**src/design/ecl_pkg.sv**
```systemverilog
package ecl_pkg;

    // Load sequencer states
    typedef enum logic [1:0]
    {
        ST_IDLE = 2'b00,
        ST_REQ  = 2'b01,
        ST_LOAD = 2'b10,
        ST_DONE = 2'b11
    } ecl_state_e;

    // One word delivered by the serial EEPROM reader
    typedef struct packed
    {
        logic        valid;
        logic [7:0]  addr;
        logic [15:0] data;
    } ecl_word_s;

    // Loaded configuration fields of one port
    typedef struct packed
    {
        logic       keep_state;
        logic [2:0] aux_cur;
        logic       d1_sup;
        logic       d2_sup;
        logic [1:0] pme_sup;
        logic [7:0] pm_data;
        logic       slot_impl;
        logic       conn_clk;
        logic       dsi_req;
        logic       lpvc_vc1;
        logic [2:0] port_num;
        logic [6:0] tc_map;
    } ecl_cfg_s;

    localparam ecl_cfg_s CFG_RST = '{default: '0, d1_sup: 1'b1, d2_sup: 1'b1};

    // EEPROM word addresses per port (A: main word, B: data-byte word)
    localparam logic [3:0][7:0] EE_WORD_A = {8'h56, 8'h54, 8'h62, 8'h60};
    localparam logic [3:0][7:0] EE_WORD_B = {8'h57, 8'h55, 8'h00, 8'h00};

    // Bit positions inside an EEPROM word
    localparam int EE_KEEP_BIT = 0;
    localparam int EE_AUX_LSB  = 1;
    localparam int EE_D1_BIT   = 4;
    localparam int EE_D2_BIT   = 5;
    localparam int EE_PME_LSB  = 6;
    localparam int EE_PMD_LSB  = 8;
    localparam int EE_SLOT_BIT = 0;
    localparam int EE_CLK_BIT  = 1;
    localparam int EE_DSI_BIT  = 2;
    localparam int EE_LPVC_BIT = 3;
    localparam int EE_PNUM_LSB = 4;
    localparam int EE_TC_LSB   = 9;

    // Bit positions inside the configuration space words
    localparam int POS_KEEP = 3;
    localparam int POS_AUX  = 22;
    localparam int POS_D1   = 25;
    localparam int POS_D2   = 26;
    localparam int POS_PME  = 28;
    localparam int POS_PMD  = 24;
    localparam int POS_DSI  = 21;
    localparam int POS_SLOT = 24;
    localparam int POS_CLK  = 28;
    localparam int POS_PNUM = 24;
    localparam int POS_LPVC = 4;
    localparam int POS_TC   = 1;

    // Wishbone map: ADR[6:5] port, ADR[4:2] config word selector
    localparam logic [2:0] SEL_CFG40  = 3'h0;
    localparam logic [2:0] SEL_CFG44  = 3'h1;
    localparam logic [2:0] SEL_CFGC0  = 3'h2;
    localparam logic [2:0] SEL_CFGCC  = 3'h3;
    localparam logic [2:0] SEL_CFGD0  = 3'h4;
    localparam logic [2:0] SEL_CFG144 = 3'h5;
    localparam logic [2:0] SEL_CFG154 = 3'h6;
    localparam logic [7:0] ADR_CTRL   = 8'h80;
    localparam logic [7:0] ADR_STAT   = 8'h84;
    localparam int         CTRL_RELOAD_BIT = 0;

endpackage : ecl_pkg

```
**src/design/ecl_loader.sv**
```systemverilog
module ecl_loader
    import ecl_pkg::*;
(
    input  wire logic            CLOCK_I,
    input  wire logic            RSTN_I,
    input  wire ecl_word_s       EE_WORD_I,
    input  wire logic            EE_DONE_I,
    output logic                 EE_LOAD_REQ_O,
    output logic                 LOAD_DONE_O,
    output ecl_cfg_s [3:0]       PORT_CFG_O,
    input  wire logic            WB_CYC_I,
    input  wire logic            WB_STB_I,
    input  wire logic            WB_WE_I,
    input  wire logic [7:0]      WB_ADR_I,
    input  wire logic [3:0]      WB_SEL_I,
    input  wire logic [31:0]     WB_DAT_I,
    output logic [31:0]          WB_DAT_O,
    output logic                 WB_ACK_O
);

    ////////////////////////////////////////////////////////////////////////////
    // Reset release
    logic rst_m_q;
    logic rst_n;

    // Two stages so release never lands mid-setup
    always_ff @(posedge CLOCK_I or negedge RSTN_I)
    begin
        if (!RSTN_I)
        begin
            rst_m_q <= 1'b0;
            rst_n   <= 1'b0;
        end
        else
        begin
            rst_m_q <= 1'b1;
            rst_n   <= rst_m_q;
        end
    end

    ////////////////////////////////////////////////////////////////////////////
    // Load sequencer
    ecl_state_e st_q;
    ecl_state_e st_d;
    logic       req_q;
    logic       req_d;
    logic       reload;
    logic       take;
    logic       done_q;
    logic       done_d;

    assign take = (st_q == ST_LOAD) && EE_WORD_I.valid;

    // Request the reader once, then accept words until it reports the end
    always_comb
    begin
        st_d  = st_q;
        req_d = 1'b0;
        case (st_q)
            ST_IDLE: st_d = ST_REQ;
            ST_REQ:
            begin
                req_d = 1'b1;
                st_d  = ST_LOAD;
            end
            ST_LOAD: if (EE_DONE_I) st_d = ST_DONE;
            ST_DONE: if (reload) st_d = ST_REQ;
            default: st_d = ST_IDLE;
        endcase
        done_d = (st_d == ST_DONE);
    end

    always_ff @(posedge CLOCK_I or negedge rst_n)
    begin
        if (!rst_n)
        begin
            st_q   <= ST_IDLE;
            req_q  <= 1'b0;
            done_q <= 1'b0;
        end
        else
        begin
            st_q   <= st_d;
            req_q  <= req_d;
            done_q <= done_d;
        end
    end

    assign EE_LOAD_REQ_O = req_q;

    ////////////////////////////////////////////////////////////////////////////
    // Per-port field capture
    ecl_cfg_s [3:0] cfg_q;
    ecl_cfg_s [3:0] cfg_d;

    for (genvar p = 0; p < 4; p++)
    begin : g_port
        // Power-management words for ports 2 and 3, link words for 0 and 1
        always_comb
        begin
            cfg_d[p] = cfg_q[p];
            if (p >= 2)
            begin
                if (take && EE_WORD_I.addr == EE_WORD_A[p])
                begin
                    cfg_d[p].keep_state = EE_WORD_I.data[EE_KEEP_BIT];
                    cfg_d[p].aux_cur    = EE_WORD_I.data[EE_AUX_LSB +: 3];
                    cfg_d[p].d1_sup     = EE_WORD_I.data[EE_D1_BIT];
                    cfg_d[p].d2_sup     = EE_WORD_I.data[EE_D2_BIT];
                    cfg_d[p].pme_sup    = EE_WORD_I.data[EE_PME_LSB +: 2];
                end
                if (take && EE_WORD_I.addr == EE_WORD_B[p])
                    cfg_d[p].pm_data = EE_WORD_I.data[EE_PMD_LSB +: 8];
            end
            else if (take && EE_WORD_I.addr == EE_WORD_A[p])
            begin
                if (p == 1)
                    cfg_d[p].slot_impl = EE_WORD_I.data[EE_SLOT_BIT];
                cfg_d[p].conn_clk = EE_WORD_I.data[EE_CLK_BIT];
                cfg_d[p].dsi_req  = EE_WORD_I.data[EE_DSI_BIT];
                cfg_d[p].lpvc_vc1 = EE_WORD_I.data[EE_LPVC_BIT];
                cfg_d[p].port_num = EE_WORD_I.data[EE_PNUM_LSB +: 3];
                cfg_d[p].tc_map   = EE_WORD_I.data[EE_TC_LSB +: 7];
            end
        end
    end

    always_ff @(posedge CLOCK_I or negedge rst_n)
    begin
        if (!rst_n)
            cfg_q <= {4{CFG_RST}};
        else
            cfg_q <= cfg_d;
    end

    assign PORT_CFG_O  = cfg_q;
    // Flopped copy of the done state keeps the output free of decode glitches
    assign LOAD_DONE_O = done_q;

    ////////////////////////////////////////////////////////////////////////////
    // Wishbone slave
    logic        ack_q;
    logic        ack_d;
    logic [31:0] dat_q;
    logic [31:0] dat_d;
    logic        req;
    logic        is_port;
    ecl_cfg_s    c;

    assign req     = WB_CYC_I && WB_STB_I && !ack_q;
    assign is_port = !WB_ADR_I[7];
    assign c       = cfg_q[WB_ADR_I[6:5]];
    assign reload  = req && WB_WE_I && WB_SEL_I[0] && WB_ADR_I == ADR_CTRL
                     && WB_DAT_I[CTRL_RELOAD_BIT];

    // Port words hold off until loading ends so software never sees defaults
    always_comb
    begin
        ack_d = req && (!is_port || st_q == ST_DONE);
        dat_d = 32'h0000_0000;
        if (is_port && !WB_WE_I)
        begin
            case (WB_ADR_I[4:2])
                SEL_CFG40:  dat_d = (32'(c.aux_cur) << POS_AUX) | (32'(c.d1_sup) << POS_D1)
                                  | (32'(c.d2_sup) << POS_D2) | (32'(c.pme_sup) << POS_PME)
                                  | (32'(c.dsi_req) << POS_DSI);
                SEL_CFG44:  dat_d = (32'(c.keep_state) << POS_KEEP) | (32'(c.pm_data) << POS_PMD);
                SEL_CFGC0:  dat_d = 32'(c.slot_impl) << POS_SLOT;
                SEL_CFGCC:  dat_d = 32'(c.port_num) << POS_PNUM;
                SEL_CFGD0:  dat_d = 32'(c.conn_clk) << POS_CLK;
                SEL_CFG144: dat_d = 32'(c.lpvc_vc1) << POS_LPVC;
                SEL_CFG154: dat_d = 32'(c.tc_map) << POS_TC;
                default:    dat_d = 32'h0000_0000;
            endcase
        end
        else if (!WB_WE_I && WB_ADR_I == ADR_STAT)
            dat_d = {30'h0000_0000, st_q == ST_LOAD, st_q == ST_DONE};
    end

    always_ff @(posedge CLOCK_I or negedge rst_n)
    begin
        if (!rst_n)
        begin
            ack_q <= 1'b0;
            dat_q <= 32'h0000_0000;
        end
        else
        begin
            ack_q <= ack_d;
            dat_q <= dat_d;
        end
    end

    assign WB_ACK_O = ack_q;
    assign WB_DAT_O = dat_q;

    ////////////////////////////////////////////////////////////////////////////
    // Checks
    logic [15:0] wd;
    logic [7:0]  wa;
    assign wd = EE_WORD_I.data;
    assign wa = EE_WORD_I.addr;

    AST_R1: assert property (@(posedge CLOCK_I) disable iff (!rst_n)
        take && wa == 8'h54 |=> cfg_q[2].keep_state == $past(wd[0]))
        else $error("Port 2 keep-state not loaded");
    AST_R2: assert property (@(posedge CLOCK_I) disable iff (!rst_n)
        take && wa == 8'h54 |=> cfg_q[2].aux_cur == $past(wd[3:1]))
        else $error("Port 2 aux current not loaded");
    AST_R3: assert property (@(posedge CLOCK_I) disable iff (!rst_n)
        take && wa == 8'h54 |=> cfg_q[2].d1_sup == $past(wd[4]))
        else $error("Port 2 D1 flag not loaded");
    AST_R4: assert property (@(posedge CLOCK_I) disable iff (!rst_n)
        take && wa == 8'h56 |=> cfg_q[3].d2_sup == $past(wd[5]))
        else $error("Port 3 D2 flag not loaded");
    AST_R5: assert property (@(posedge CLOCK_I) disable iff (!rst_n)
        take && wa == 8'h54 |=> cfg_q[2].pme_sup == $past(wd[7:6]) && $stable(cfg_q[3]))
        else $error("Port 2 wake support wrong or port 3 disturbed");
    AST_R6: assert property (@(posedge CLOCK_I) disable iff (!rst_n)
        take && wa == 8'h55 |=> cfg_q[2].pm_data == $past(wd[15:8]))
        else $error("Port 2 data byte not loaded");
    AST_R7: assert property (@(posedge CLOCK_I) disable iff (!rst_n)
        take && wa == 8'h56 |=> {cfg_q[3].aux_cur, cfg_q[3].keep_state} == $past(wd[3:0]))
        else $error("Port 3 capability not loaded");
    AST_R8: assert property (@(posedge CLOCK_I) disable iff (!rst_n)
        take && wa == 8'h57 |=> cfg_q[3].pm_data == $past(wd[15:8]))
        else $error("Port 3 data byte not loaded");
    AST_R9: assert property (@(posedge CLOCK_I) disable iff (!rst_n)
        take && wa == 8'h60 |=> cfg_q[0].conn_clk == $past(wd[1]))
        else $error("Port 0 clock flag not loaded");
    AST_R10: assert property (@(posedge CLOCK_I) disable iff (!rst_n)
        take && wa == 8'h60 |=> cfg_q[0].dsi_req == $past(wd[2]))
        else $error("Port 0 init flag not loaded");
    AST_R11: assert property (@(posedge CLOCK_I) disable iff (!rst_n)
        take && wa == 8'h60 |=> cfg_q[0].lpvc_vc1 == $past(wd[3]))
        else $error("Port 0 channel flag not loaded");
    AST_R12: assert property (@(posedge CLOCK_I) disable iff (!rst_n)
        take && wa == 8'h60 |=> cfg_q[0].port_num == $past(wd[6:4]))
        else $error("Port 0 port number not loaded");
    AST_R13: assert property (@(posedge CLOCK_I) disable iff (!rst_n)
        take && wa == 8'h60 |=> cfg_q[0].tc_map == $past(wd[15:9]))
        else $error("Port 0 class map not loaded");
    AST_R14: assert property (@(posedge CLOCK_I) disable iff (!rst_n)
        take && wa == 8'h62 |=> cfg_q[1].slot_impl == $past(wd[0]) && !cfg_q[0].slot_impl)
        else $error("Port 1 slot flag not loaded");
    AST_R15: assert property (@(posedge CLOCK_I) disable iff (!rst_n)
        take && wa == 8'h62 |=> {cfg_q[1].tc_map, cfg_q[1].port_num, cfg_q[1].lpvc_vc1,
                                 cfg_q[1].dsi_req, cfg_q[1].conn_clk} == {$past(wd[15:9]), $past(wd[6:1])})
        else $error("Port 1 link fields not loaded");
    AST_R16: assert property (@(posedge CLOCK_I) disable iff (!rst_n)
        WB_ACK_O && !$past(WB_ADR_I[7]) |-> $past(st_q) == ST_DONE ##1 !WB_ACK_O)
        else $error("Port word answered before load done");

    // Port 3 layout matches port 2; a word for one port never touches another
    AST_R2_P3: assert property (@(posedge CLOCK_I) disable iff (!rst_n)
        take && wa == 8'h56 |=> cfg_q[3].aux_cur == $past(wd[3:1]))
        else $error("Port 3 aux current not loaded");
    AST_R3_P3: assert property (@(posedge CLOCK_I) disable iff (!rst_n)
        take && wa == 8'h56 |=> cfg_q[3].d1_sup == $past(wd[4]))
        else $error("Port 3 D1 flag not loaded");
    AST_R4_P2: assert property (@(posedge CLOCK_I) disable iff (!rst_n)
        take && wa == 8'h54 |=> cfg_q[2].d2_sup == $past(wd[5]))
        else $error("Port 2 D2 flag not loaded");
    AST_R5_P3: assert property (@(posedge CLOCK_I) disable iff (!rst_n)
        take && wa == 8'h56 |=> cfg_q[3].pme_sup == $past(wd[7:6]))
        else $error("Port 3 wake support not loaded");
    AST_R15_ISO: assert property (@(posedge CLOCK_I) disable iff (!rst_n)
        take && wa == 8'h60 |=> $stable(cfg_q[1]) && $stable(cfg_q[2]) && $stable(cfg_q[3]))
        else $error("Port 0 word disturbed another port");

    // Handshake shape: stall while loading, single-cycle request, clean restart
    AST_R16_STALL: assert property (@(posedge CLOCK_I) disable iff (!rst_n)
        WB_CYC_I && WB_STB_I && !WB_ADR_I[7] && !LOAD_DONE_O |=> !WB_ACK_O)
        else $error("Port word acknowledged while loading");
    AST_R16_DONE: assert property (@(posedge CLOCK_I) disable iff (!rst_n)
        st_q == ST_LOAD && EE_DONE_I |=> LOAD_DONE_O && !EE_LOAD_REQ_O)
        else $error("Load end not flagged");
    AST_R16_RELOAD: assert property (@(posedge CLOCK_I) disable iff (!rst_n)
        reload && LOAD_DONE_O |=> !LOAD_DONE_O ##1 EE_LOAD_REQ_O)
        else $error("Reload did not restart the reader");
    AST_REQ_PULSE: assert property (@(posedge CLOCK_I) disable iff (!rst_n)
        EE_LOAD_REQ_O |=> !EE_LOAD_REQ_O)
        else $error("Load request longer than one cycle");

    COV_LOAD:   cover property (@(posedge CLOCK_I) disable iff (!rst_n) take && wa == 8'h54);
    COV_DONE:   cover property (@(posedge CLOCK_I) disable iff (!rst_n) st_q == ST_LOAD ##1 st_q == ST_DONE);
    COV_READ:   cover property (@(posedge CLOCK_I) disable iff (!rst_n) WB_ACK_O && !WB_WE_I && !WB_ADR_I[7]);
    COV_RELOAD: cover property (@(posedge CLOCK_I) disable iff (!rst_n) reload);
    COV_STALL:  cover property (@(posedge CLOCK_I) disable iff (!rst_n) WB_CYC_I && WB_STB_I && !LOAD_DONE_O);

endmodule : ecl_loader

```
**config.mk**
```make
export PLATFORM = sky130hd
export DESIGN_NAME = ecl_loader
export DESIGN_NICKNAME = d
export VERILOG_FILES = /design/src/design/ecl_pkg.sv /design/src/design/ecl_loader.sv
export SDC_FILE = /design/constraint.sdc
export NUM_CORES = 1
export LEC_CHECK = 0
export BUFFER_PORTS_ARGS = -buffer_cell sky130_fd_sc_hd__buf_2
export CORE_MARGIN = 3
export CORE_UTILIZATION = 35
export DETAILED_ROUTE_END_ITERATION = 12
export GPL_TIMING_DRIVEN = 0
export PLACE_DENSITY = 0.66
export SLEW_MARGIN = 20
export SYNTH_ARGS = -nofsm -noshare
export SYNTH_HDL_FRONTEND = slang
export SYNTH_SLANG_ARGS = --single-unit
```
**constraint.sdc**
```tcl
create_clock -name CLOCK_I -period 3.1 [get_ports CLOCK_I]
set_input_delay 0.62 -clock CLOCK_I [delete_from_list [all_inputs] [get_ports CLOCK_I]]
set_output_delay 0.62 -clock CLOCK_I [all_outputs]
set_load 0.02 [all_outputs]
```
==> summary.md, run 1 <==
| Metric | Value |
|---|---|
| TritonRoute pass-1 iters | 4 |
| First-pass GRT wire length | 16,600 µm |
| Switching power | 632 µW |
| Initial Util | 0.367 |
| Post-route ant nets | 0 |
| VDD IR-drop max | 0.000326 V |
| Mapped cell area | 4320 µm² |
| Post-Route Skew | 3.93 ps |
| Commonest non-fill, non-tap cell in the layout | buf_2 |
| Vias per cell | 4.34 |
| Crit path time final | 2290 ps |
| Die area | 13,700 µm² |
| Drt wl/cell | 15.7 µm |
| Post-synthesis sequential area ratio | 0.493 |
| CP Buf/Inv Count | 2 |
| IO Pins | 230 |
| Post-CTS Setup Repair Bufs | 0 |
| Final setup viols | 0 |
| CP arrival | 2510 ps |
| Worst stage delay on the critical path | 610 ps |
| Dpl hpwl | 8770 µm |
| Core Region | 11,800 µm² |
| Bufs on Longest Clock Path | 2 |
| Worst-path cell chain | buf_2, or4b_1, nor3_2, buf_4, mux2_2 |
| CP top delay family | simple AND/OR/NAND/NOR gates |
| Area leader, netlist | dfrtp_1 |
| # diodes | 0 |
| Startpoint Class | primary input |
| Fin area | 5740 µm² |
| Die Height | 117 µm |
| WL final | 11,200 µm |
| Period utilization | 0.740 |
| Ranking of synthesized cells by area | dfrtp_1, mux2_2, buf_4, mux2i_1, mux2_4 |
| Share of post-route cells with drive strength above 1 | 0.521 |
| Port Buffers | 121 |
| CTS tree | yes |
| Synth top area share | 0.469 |
| Combinational fraction of design power | 0.135 |
| Final Wtd Congestion | 0.796 |
| Setup_tns | 0 ps |
| Slew Viols, Final | 0 |
| Clock Power Share | 0.414 |
| Cts bufs inserted | 9 |
| MaxCap Viol Count | 0 |
| Htree depth | 3 |
| Int Power | 1.94 mW |
| Max-slew headroom | 0.406 |
| Slowest cell on crit path | or4b_1 |
| Multi-input logic area | 1850 µm² |
| Status | complete, no violations |
| Most frequent cells in the layout | buf_2, dfrtp_1, buf_4 |
| Static Leak | 3.24 nW |
| Number of synthesized register bits | 85 |
| Post-Syn Instances | 340 |
| Clk slew on worst S/H paths | 60 ps |
| F_max | 0.436 GHz |
| Num rows | 39 |
| GRT Overall Usage | 0.164 |
| Register area | 2140 µm² |
| Total chip power | 2.57 mW |
| Violation count after the first detailed-route iteration | 107 |
| Die Wd | 117 µm |
| CTS Sinks | 85 |
| Critical Path Fanout Max | 10 |
| Worst Hold Class | in -> async |
| GRT overflow | 0 |
| Sw frac | 0.245 |
| Register share of total power | 0.452 |
| Worst slew pin tran | 887 ps |
| Fill count | 1,119 |
| Power Density | 449 nW/µm² |
| CP required | 3320 ps |
| Syn_area_per_cell | 12.7 µm² |
| Area Growth Syn to Fin | 32.7% |
| CP Class | in -> reg |
| RSZ-0062 raised after global routing | false |
| Initial antenna violation count | 0 |
| Worst skew pair latency | 340 ps |
| Yosys warns | 0 |
| Post-CTS sizing | 0 |
| Via count | 3,103 |
| Final #Nets | 621 |
| Crit. End Element | register |
| DR DRC count | 0 |
| Clk Tree Root Cell | clkbuf_16 |
| Largest net degree at the start of global routing | 50 |
| Fin. Hold Viols | 0 |
| Vias in the first global route | 2,999 |
| Placed Area | 5440 µm² |
| Hold buffers post-CTS | 0 |
| Number of distinct library cells after synthesis | 44 |
==> power by group through the flow <==
stage	registers (mW)	logic [mW]	clock network, mW
2_1_floorplan	1.21	0.227	0
3_3_place_gp	1.19	0.323	0
6_report	1.16	0.347	1.06
3_5_place_dp	1.18	0.344	0
4_1_cts	1.16	0.345	1.10
5_1_grt	1.17	0.379	1.16
==> kinds of logic (layout without fill, tap and decap cells) <==
kind of cell           count (synthesis)  in the layout  synth area share
muxes                                 88             88             0.229
and+or+nand+nor                       64             64             0.105
other                                  2             75           0.00174
DFF                                   85             85             0.493
buffers and inverters                 84            222             0.142
AOI/OAI and AO/OA                     17             17            0.0292
==> metrics by stage <==
step	cells	hold WS (ps)	util	setup WS, ps
5_1_grt	715	35.1	0.488	729
3_3_place_gp	698	339	0.460	-350
3_5_place_dp	699	311	0.462	394
2_1_floorplan	413	324	-	564
4_1_cts	715	38.7	0.488	749
6_report	715	53.6	0.488	806
==> state kept, by name, indices dropped and copies added, names as in the netlist <==
signal	flops
PORT_CFG_O	59
WB_DAT_O	19
st_q	2
EE_LOAD_REQ_O	1
LOAD_DONE_O	1
WB_ACK_O	1
rst_m_q	1
rst_n	1
==> final cells by class <==
cell class	instances	area share
Tap cell	164	0.0358
Timing Repair Buffer	122	0.110
Multi-Input combinational cell	244	0.323
Clock buffer	15	0.0467
Clock inverter	1	0.00524
Buffer	84	0.107
Sequential cell	85	0.372
==> routing by layer <==
layer,track usage,vias to the layer above,part of all wire
met1,0.205,1500,0.41
met2,0.269,126,0.50
li1,-,1469,-
met5,0,-,0
met4,0.0443,0,0.0081
met3,0.0617,8,0.090
==> synth_stat cells <==
master,instances
and3_1,1
nor2_1,13
or4b_1,3
a311oi_1,2
nand3b_1,5
o21a_1,2
nor4_1,2
nor4bb_1,2
o21ai_1,1
or2_2,1
o32a_1,1
nor2b_1,1
o221ai_1,1
nor3_4,1
o41ai_1,1
dfstp_2,4
nor3_1,2
a21o_1,1
nand2_1,4
and2_1,1
clkbuf_1,4
nand3_1,2
nand4bb_1,4
nand4_1,2
buf_6,1
o22a_1,1
buf_4,76
mux2i_1,26
conb_1,2
nor3_2,2
mux2_4,8
buf_2,3
nor4_4,2
nand2b_1,7
o22ai_1,2
nor3b_1,1
and4b_1,1
or4_1,2
and3b_1,1
o32ai_1,2
mux2_2,54
dfrtp_1,81
or3_1,4
a21oi_1,3
==> final timing paths <==
kind | from | end | slack [ps] | depth (start not counted)
setup / recovery | EE_WORD_I[19] | PORT_CFG_O[2] | 810 | 5
hold / removal | RSTN_I | rst_m_q | 50 | 1
setup reg to reg | st_q[0] | PORT_CFG_O[112] | 1010 | 3
hold reg to reg | rst_n | PORT_CFG_O[38] | 300 | 0
max in group asynchronous | rst_n | WB_DAT_O[27] | 2210 | 1
min in group CLOCK_I | rst_m_q | rst_n | 360 | 0
Note: power is estimated with default switching activity, not from simulation.
==> run 2: changes to the inputs <==
--- a/config.mk
+++ b/config.mk
@@ -5,12 +5,13 @@
 export SDC_FILE = /design/constraint.sdc
 export NUM_CORES = 1
 export LEC_CHECK = 0
+export ABC_AREA = 1
 export BUFFER_PORTS_ARGS = -buffer_cell sky130_fd_sc_hd__buf_2
 export CORE_MARGIN = 3
 export CORE_UTILIZATION = 35
 export DETAILED_ROUTE_END_ITERATION = 12
 export GPL_TIMING_DRIVEN = 0
-export PLACE_DENSITY = 0.66
+export PLACE_DENSITY = 0.68
 export SLEW_MARGIN = 20
 export SYNTH_ARGS = -nofsm -noshare
 export SYNTH_HDL_FRONTEND = slang
==> constraint.sdc (replaced) <==
create_clock -name CLOCK_I -period 2.1 [get_ports CLOCK_I]
set_input_delay 0.42 -clock CLOCK_I [delete_from_list [all_inputs] [get_ports CLOCK_I]]
set_output_delay 0.42 -clock CLOCK_I [all_outputs]
set_load 0.02 [all_outputs]
==> summary.md, run 2 <==
| Metric | Value |
|---|---|
| Total chip power | 3.95 mW (+53%) |
| Share of post-route cells with drive strength above 1 | 0.318 (-0.203) |
| Worst skew pair latency | 350 ps (about the same) |
| Startpoint Class | register |
| CTS Sinks | 85 (unchanged) |
| MaxCap Viol Count | 0 (unchanged) |
| VDD IR-drop max | 0.000432 V (+33%) |
| Die Wd | 119 µm (+1.4%) |
| Worst Hold Class | reg -> async |
| Crit path time final | 1570 ps |
| Post-route ant nets | 0 (unchanged) |
| Post-synth top cells | nand2_1, dfrtp_1, buf_4, nand3_1, nor2_1 |
| Final #Nets | 843 (+36%) |
| WL final | 13,700 µm (+22%) |
| Period utilization | 0.746 |
| Placed cells | 924 (+32%) |
| Mapped cell area | 4450 µm² (+2.9%) |
| Cts bufs inserted | 9 (unchanged) |
| Vias in the first global route | 3,874 (+29%) |
| Power Density | 667 nW/µm² (+49%) |
| Placed Area | 5570 µm² (+2.4%) |
| Finished Layout Cells | 941 (+32%) |
| Status | complete, no violations |
| Fin. Hold Viols | 0 (unchanged) |
| Final setup viols | 0 (unchanged) |
| Async SR Flop Fraction | 1.00 (unchanged) |
| Setup_tns | 0 ps (unchanged) |
| GRT overflow | 0 (unchanged) |
| Register area | 2140 µm² (unchanged) |
| Drt wl/cell | 14.5 µm (-7.2%) |
| Most used DFF post-synth | dfrtp_1 |
| Fin area | 5920 µm² (+3.3%) |
| Number of synthesized register bits | 85 (unchanged) |
| Violation count after the first detailed-route iteration | 345 (+220%) |
| Clk slew on worst S/H paths | 70 ps (about the same) |
| Max-slew headroom | 0.495 (+0.0893) |
| Critical Path Fanout Max | 10 (unchanged) |
| GRT Overall Usage | 0.192 (+0.0275) |
| Area Growth Syn to Fin | 33.2% |
| F_max | 0.638 GHz |
| DR DRC count | 0 (unchanged) |
| Area leader, netlist | dfrtp_1 |
| TritonRoute pass-1 iters | 5 (+1) |
| IO Pins | 230 (unchanged) |
| Number of distinct library cells after synthesis | 27 (-39%) |
| Commonest non-fill, non-tap cell in the layout | nand2_1 |
| RSZ-0062 raised after global routing | false |
| Syn_area_per_cell | 7.93 µm² (-38%) |
| Post-synth EDFFs | 0 (unchanged) |
| Ranking of synthesized cells by area | dfrtp_1, nand2_1, buf_4, nand3_1, nor2_1 |
| CTS tree | yes |
| Hold WS | 292 ps (+239 ps) |
| CP required | 2380 ps (-940 ps) |
| Vias per cell | 4.35 (+0.20%) |
| Yosys warns | 0 (unchanged) |
| Post-Route Skew | 9.83 ps (+5.90 ps) |
| Clk Tree Root Cell | clkbuf_16 |
| Dpl hpwl | 10,500 µm (+20%) |
| Static Leak | 3.56 nW (+10%) |
| Port Buffers | 121 (unchanged) |
| Via count | 4,092 (+32%) |
| Crit. End Element | register |
| Num rows | 40 (+2.6%) |
| Multi-input logic area | 1850 µm² (-0.34%) |
| Initial antenna violation count | 1 (+1) |
| Die area | 14,100 µm² (+2.7%) |
| Htree depth | 3 (unchanged) |
| Die Height | 119 µm (+1.4%) |
| First-pass GRT wire length | 21,100 µm (+27%) |
| Synth top area share | 0.456 (-0.0132) |
| Core Region | 12,200 µm² (+3.8%) |
| Fill count | 1,267 (+13%) |
| Final Wtd Congestion | 0.867 (+8.9%) |
| Slew Viols, Final | 0 (unchanged) |
| Bufs on Longest Clock Path | 2 (unchanged) |
| # diodes | 0 (unchanged) |
| Most instantiated library cell after synthesis | nand2_1 |
| Largest net degree at the start of global routing | 50 (unchanged) |
| Worst slew pin tran | 754 ps (-133 ps) |
| Largest register FFs | 59 (unchanged) |
| CP Class | reg -> reg |
| Post-Syn Instances | 561 (+65%) |
| CP arrival | 1850 ps (-660 ps) |
| Initial Util | 0.364 (-0.00335) |
| Most frequent cells in the layout | nand2_1, buf_2, dfrtp_1 |
| Post-synthesis sequential area ratio | 0.479 (-0.0139) |
## run 2: changes by cell type in the layout (fill, tap and decap cells not counted), sizes merged, moves of 6 or more
cell,delta
nand4,+14
inv,+29
buf,+6
nand2,+206
nand2b,-7
mux2i,-26
mux2,-62
nor2,+20
a21oi,+12
nand3,+63
## run 2: logic make-up (layout without fill, tap and decap cells)
group,count (synthesis),after routing,share of synthesized area
other cells,2,75,0.00169
flops,85,85,0.479
compound gates,19,19,0.0225
simple gates,336,336,0.329
buf+inv,119,258,0.167
## run 2: metal layers
layer  share of wire  vias to the layer above  wire, µm  track usage
met5         0.00051                        -         7            0
met4           0.017                        2       232       0.0521
met3           0.092                       16      1260       0.0665
met2            0.46                      186      6280        0.306
met1            0.43                     1839      5900        0.249
li1                -                     2049         -            -
## run 2: final cells by class
cell class,instances,share of cell area
tap,168,0.0355
timing repair buffer,123,0.109
multi-input combinational,430,0.312
clock buffer,9,0.0380
inverter,27,0.0171
buffer,92,0.108
clock inverter,7,0.0203
sequential,85,0.361
## run 2: worst paths after layout
| check | start | endpoint | slack (ps) | depth (start not counted) |
|---|---|---|---|---|
| worst max-delay path | st_q[0] | PORT_CFG_O[76] | 530 | 8 |
| worst min-delay path | rst_n | WB_DAT_O[6] | 290 | 0 |
| worst max register to register | st_q[0] | PORT_CFG_O[76] | 530 | 8 |
| worst min register to register | rst_n | WB_DAT_O[6] | 290 | 0 |
| max in group asynchronous | rst_n | PORT_CFG_O[114] | 1140 | 1 |
| min in group CLOCK_I | EE_WORD_I[7] | PORT_CFG_O[83] | 320 | 3 |
## run 2: per-stage QoR
stage	setup slack (ps)	util
floorplan	667	-
global placement	133	0.453
detailed placement	260	0.456
CTS	542	0.485
global route	416	0.485
finish	533	0.485
## run 2: report_power, final
part | leakage [nW] | internal, mW | switching (mW)
Combinational | 2.25 | 0.154 | 0.282
Clock | 0.166 | 1.17 | 0.683
Sequential | 1.15 | 1.65 | 0.0166
## run 2: worst max-delay path, stage by stage, from the launching register on
cell     delay (ps)
dfrtp_1         400
inv_1            80
nand2_1          70
inv_2            70
nand2_2          90
nor2_4          260
buf_2           300
nand3_1         130
nand2_1         100
## run 2: timing repair
| action | CTS | global route |
|---|---|---|
| hold buffers | 1 | 0 |
| resized for setup | 0 | 0 |
| endpoints found under the hold margin | 2 | 0 |
| endpoints found under the setup margin | 0 | 0 |
| setup buffers | 0 | 0 |
==> run 3: changes to the inputs <==
==> constraint.sdc (replaced) <==
create_clock -name CLOCK_I -period 1.3 [get_ports CLOCK_I]
set_input_delay 0.26 -clock CLOCK_I [delete_from_list [all_inputs] [get_ports CLOCK_I]]
set_output_delay 0.26 -clock CLOCK_I [all_outputs]
set_load 0.02 [all_outputs]
==> summary.md, run 3 (synthesized netlist as in run 2, its figures left out) <==
| Metric | Value |
|---|---|
| Slew Viols, Final | 0 (unchanged) |
| Clock Power Share | 0.455 (-0.014) |
| Post-Route Skew | 7.07 ps (-2.76 ps) |
| Slowest cell on crit path | dfrtp_1 |
| Sw frac | 0.254 (+0.00512) |
| Final #Nets | 852 (+1.1%) |
| Dpl ws | -398 ps (-658 ps) |
| Static Leak | 3.68 nW (+3.2%) |
| Final worst slack | -61.3 ps (-595 ps) |
| CP required | 1530 ps (-850 ps) |
| Finished Layout Cells | 951 (+1.1%) |
| TritonRoute pass-1 iters | 5 (unchanged) |
| F_max | 0.735 GHz (+15%) |
| Htree depth | 3 (unchanged) |
| Hold path endpoint | PORT_CFG_O[83] |
| Startpoint Class | register |
| Via count | 4,259 (+4.1%) |
| CP Class | reg -> reg |
| Initial Util | 0.364 (unchanged) |
| GRT Overall Usage | 0.198 (+0.00634) |
| Worst stage delay on the critical path | 390 ps (about the same) |
| Final Wtd Congestion | 0.879 (+1.3%) |
| WL final | 14,200 µm (+4.0%) |
| Period utilization | 1.05 (+0.301) |
| Int Power | 4.66 mW (+57%) |
| Setup_tns | -849 ps (-849 ps) |
| First-pass GRT wire length | 21,600 µm (+2.5%) |
| Power Density | 1020 nW/µm² (+53%) |
| Drt wl/cell | 15.0 µm (+2.9%) |
| GRT overflow | 0 (unchanged) |
| Post-route ant nets | 0 (unchanged) |
| Vias per cell | 4.48 (+3.0%) |
| Clk slew on worst S/H paths | 70 ps (about the same) |
| Final setup viols | 36 (+36) |
| Reg2reg end | PORT_CFG_O[112] |
| Crit. End Element | register |
| IO Pins | 230 (unchanged) |
| Num rows | 40 (unchanged) |
| Placed cells | 923 (-0.11%) |
| CTS tree | yes |
| Hold path depth | 3 |
| Worst Hold Class | in -> reg |
| Die area | 14,100 µm² (unchanged) |
| Failing checks | setup timing |
| Hold WS | 157 ps (-136 ps) |
| DR DRC count | 0 (unchanged) |
| Vias in the first global route | 3,957 (+2.1%) |
| Violation count after the first detailed-route iteration | 413 (+20%) |
| Post-layout util | 0.501 (+0.0163) |
| Clk Tree Root Cell | clkbuf_16 |
| Die Wd | 119 µm (unchanged) |
| Dpl hpwl | 10,400 µm (-1.6%) |
| Worst slew pin tran | 778 ps (+24.0 ps) |
| Register share of total power | 0.432 (+0.011) |
| CP arrival | 1590 ps (-260 ps) |
| Cts bufs inserted | 9 (unchanged) |
| Fin. Hold Viols | 0 (unchanged) |
| Die Height | 119 µm (unchanged) |
| VDD IR-drop max | 0.000656 V (+52%) |
| Bufs on Longest Clock Path | 2 (unchanged) |
| Status | complete, but fails checks |
| Most frequent cells in the layout | nand2_1, buf_2, buf_4 |
| R2R cell count | 9 (+1) |
| Worst-path cell chain | inv_2, nand2_2, inv_2, nand2_4, nor2_4, buf_12, nand2_2, nand2_1, nand2_1 |
| Crit path time final | 1360 ps (-205 ps) |
| Max-slew headroom | 0.482 (-0.0133) |
| Worst skew pair latency | 340 ps (about the same) |
| Commonest non-fill, non-tap cell in the layout | nand2_1 |
| Share of post-route cells with drive strength above 1 | 0.340 (+0.0219) |
| Switching power | 1.58 mW (+61%) |
| R2R setup slack | -60 ps (-590 ps) |
| RSZ-0062 raised after global routing | true |
| CTS Sinks | 85 (unchanged) |
| R2R Path Start | st_q[0] |
| Largest net degree at the start of global routing | 84 (+68%) |
| Port Buffers | 121 (unchanged) |
| Largest register FFs | 59 (unchanged) |
| Core Region | 12,200 µm² (unchanged) |
| Area Growth Syn to Fin | 37.7% |
| Critical Path Fanout Max | 8 (-2) |
| Combinational fraction of design power | 0.113 (+0.003) |
| MaxCap Viol Count | 0 (unchanged) |
| Min-Delay Startpoint | EE_WORD_I[7] |
| Initial antenna violation count | 0 (-1) |
[run 3: cell types whose count changed in the layout (fill, tap and decap cells not counted), sizes merged]
cell	before	now
buf	208	217
bufinv	3	2
clkbuf	15	17
diode	0	1
clkinvlp	1	0
[run 3: repair_timing]
| action | in CTS | in global routing |
|---|---|---|
| pin swaps | 3 | 1 |
| hold endpoints to repair | 2 | 0 |
| gates cloned | 1 | 0 |
| gates resized for setup | 28 | 16 |
| endpoints found under the setup margin | 61 | 61 |
| setup buffers | 5 | 3 |
| hold buffers | 1 | 0 |
[run 3: per-layer routing]
metal  track usage  share of wire
met3        0.0641          0.097
met2         0.310           0.46
met1         0.257           0.41
met4        0.0710          0.026
met5             0              0
[run 3: power groups by stage]
| stage | Combinational [mW] | Clock (mW) | Sequential, mW |
|---|---|---|---|
| after global routing | 0.761 | 2.96 | 2.70 |
| after floorplan | 0.476 | 0 | 2.76 |
| after global placement | 0.646 | 0 | 2.76 |
| final | 0.706 | 2.84 | 2.69 |
| after detailed placement | 0.651 | 0 | 2.76 |
| after CTS | 0.658 | 2.85 | 2.72 |
[run 3: worst max path at each step]
stage                     slack, ps        start  cells past startpoint               to
final                           -60      st_q[0]                      9  PORT_CFG_O[112]
after global routing           -110      st_q[0]                     10    PORT_CFG_O[0]
after CTS                       0.6      st_q[0]                      9  PORT_CFG_O[112]
after detailed placement       -400  WB_ADR_I[5]                      6      WB_DAT_O[4]
after global placement         -380  WB_ADR_I[5]                      6      WB_DAT_O[4]
after floorplan                  20      st_q[0]                     10    PORT_CFG_O[0]
[run 3: worst max-delay path, delay by kind of cell, from the launching register on]
family,cells,cell delay (ps)
buffers and inverters,3,320
DFF,1,390
and+or+nand+nor,6,540
[run 3: layout make-up]
cell class / count / area (µm²)
diodes: 1 / 2.50
plain buffers: 92 / 688
clock buffers: 11 / 243
clock inverters: 5 / 82.6
fillers: 1207 / 6090
inverters: 27 / 101
multi-input cells: 430 / 1910
flip-flops and latches: 85 / 2140
well taps: 168 / 210
repair buffers: 132 / 744
[run 3: per-stage QoR]
step / power (mW) / cell area, µm²
4_1_cts: 6.22 / 6010
3_5_place_dp: 3.42 / 5540
2_1_floorplan: 3.23 / 4720
6_report: 6.24 / 6120
3_3_place_gp: 3.41 / 5540
5_1_grt: 6.43 / 6120
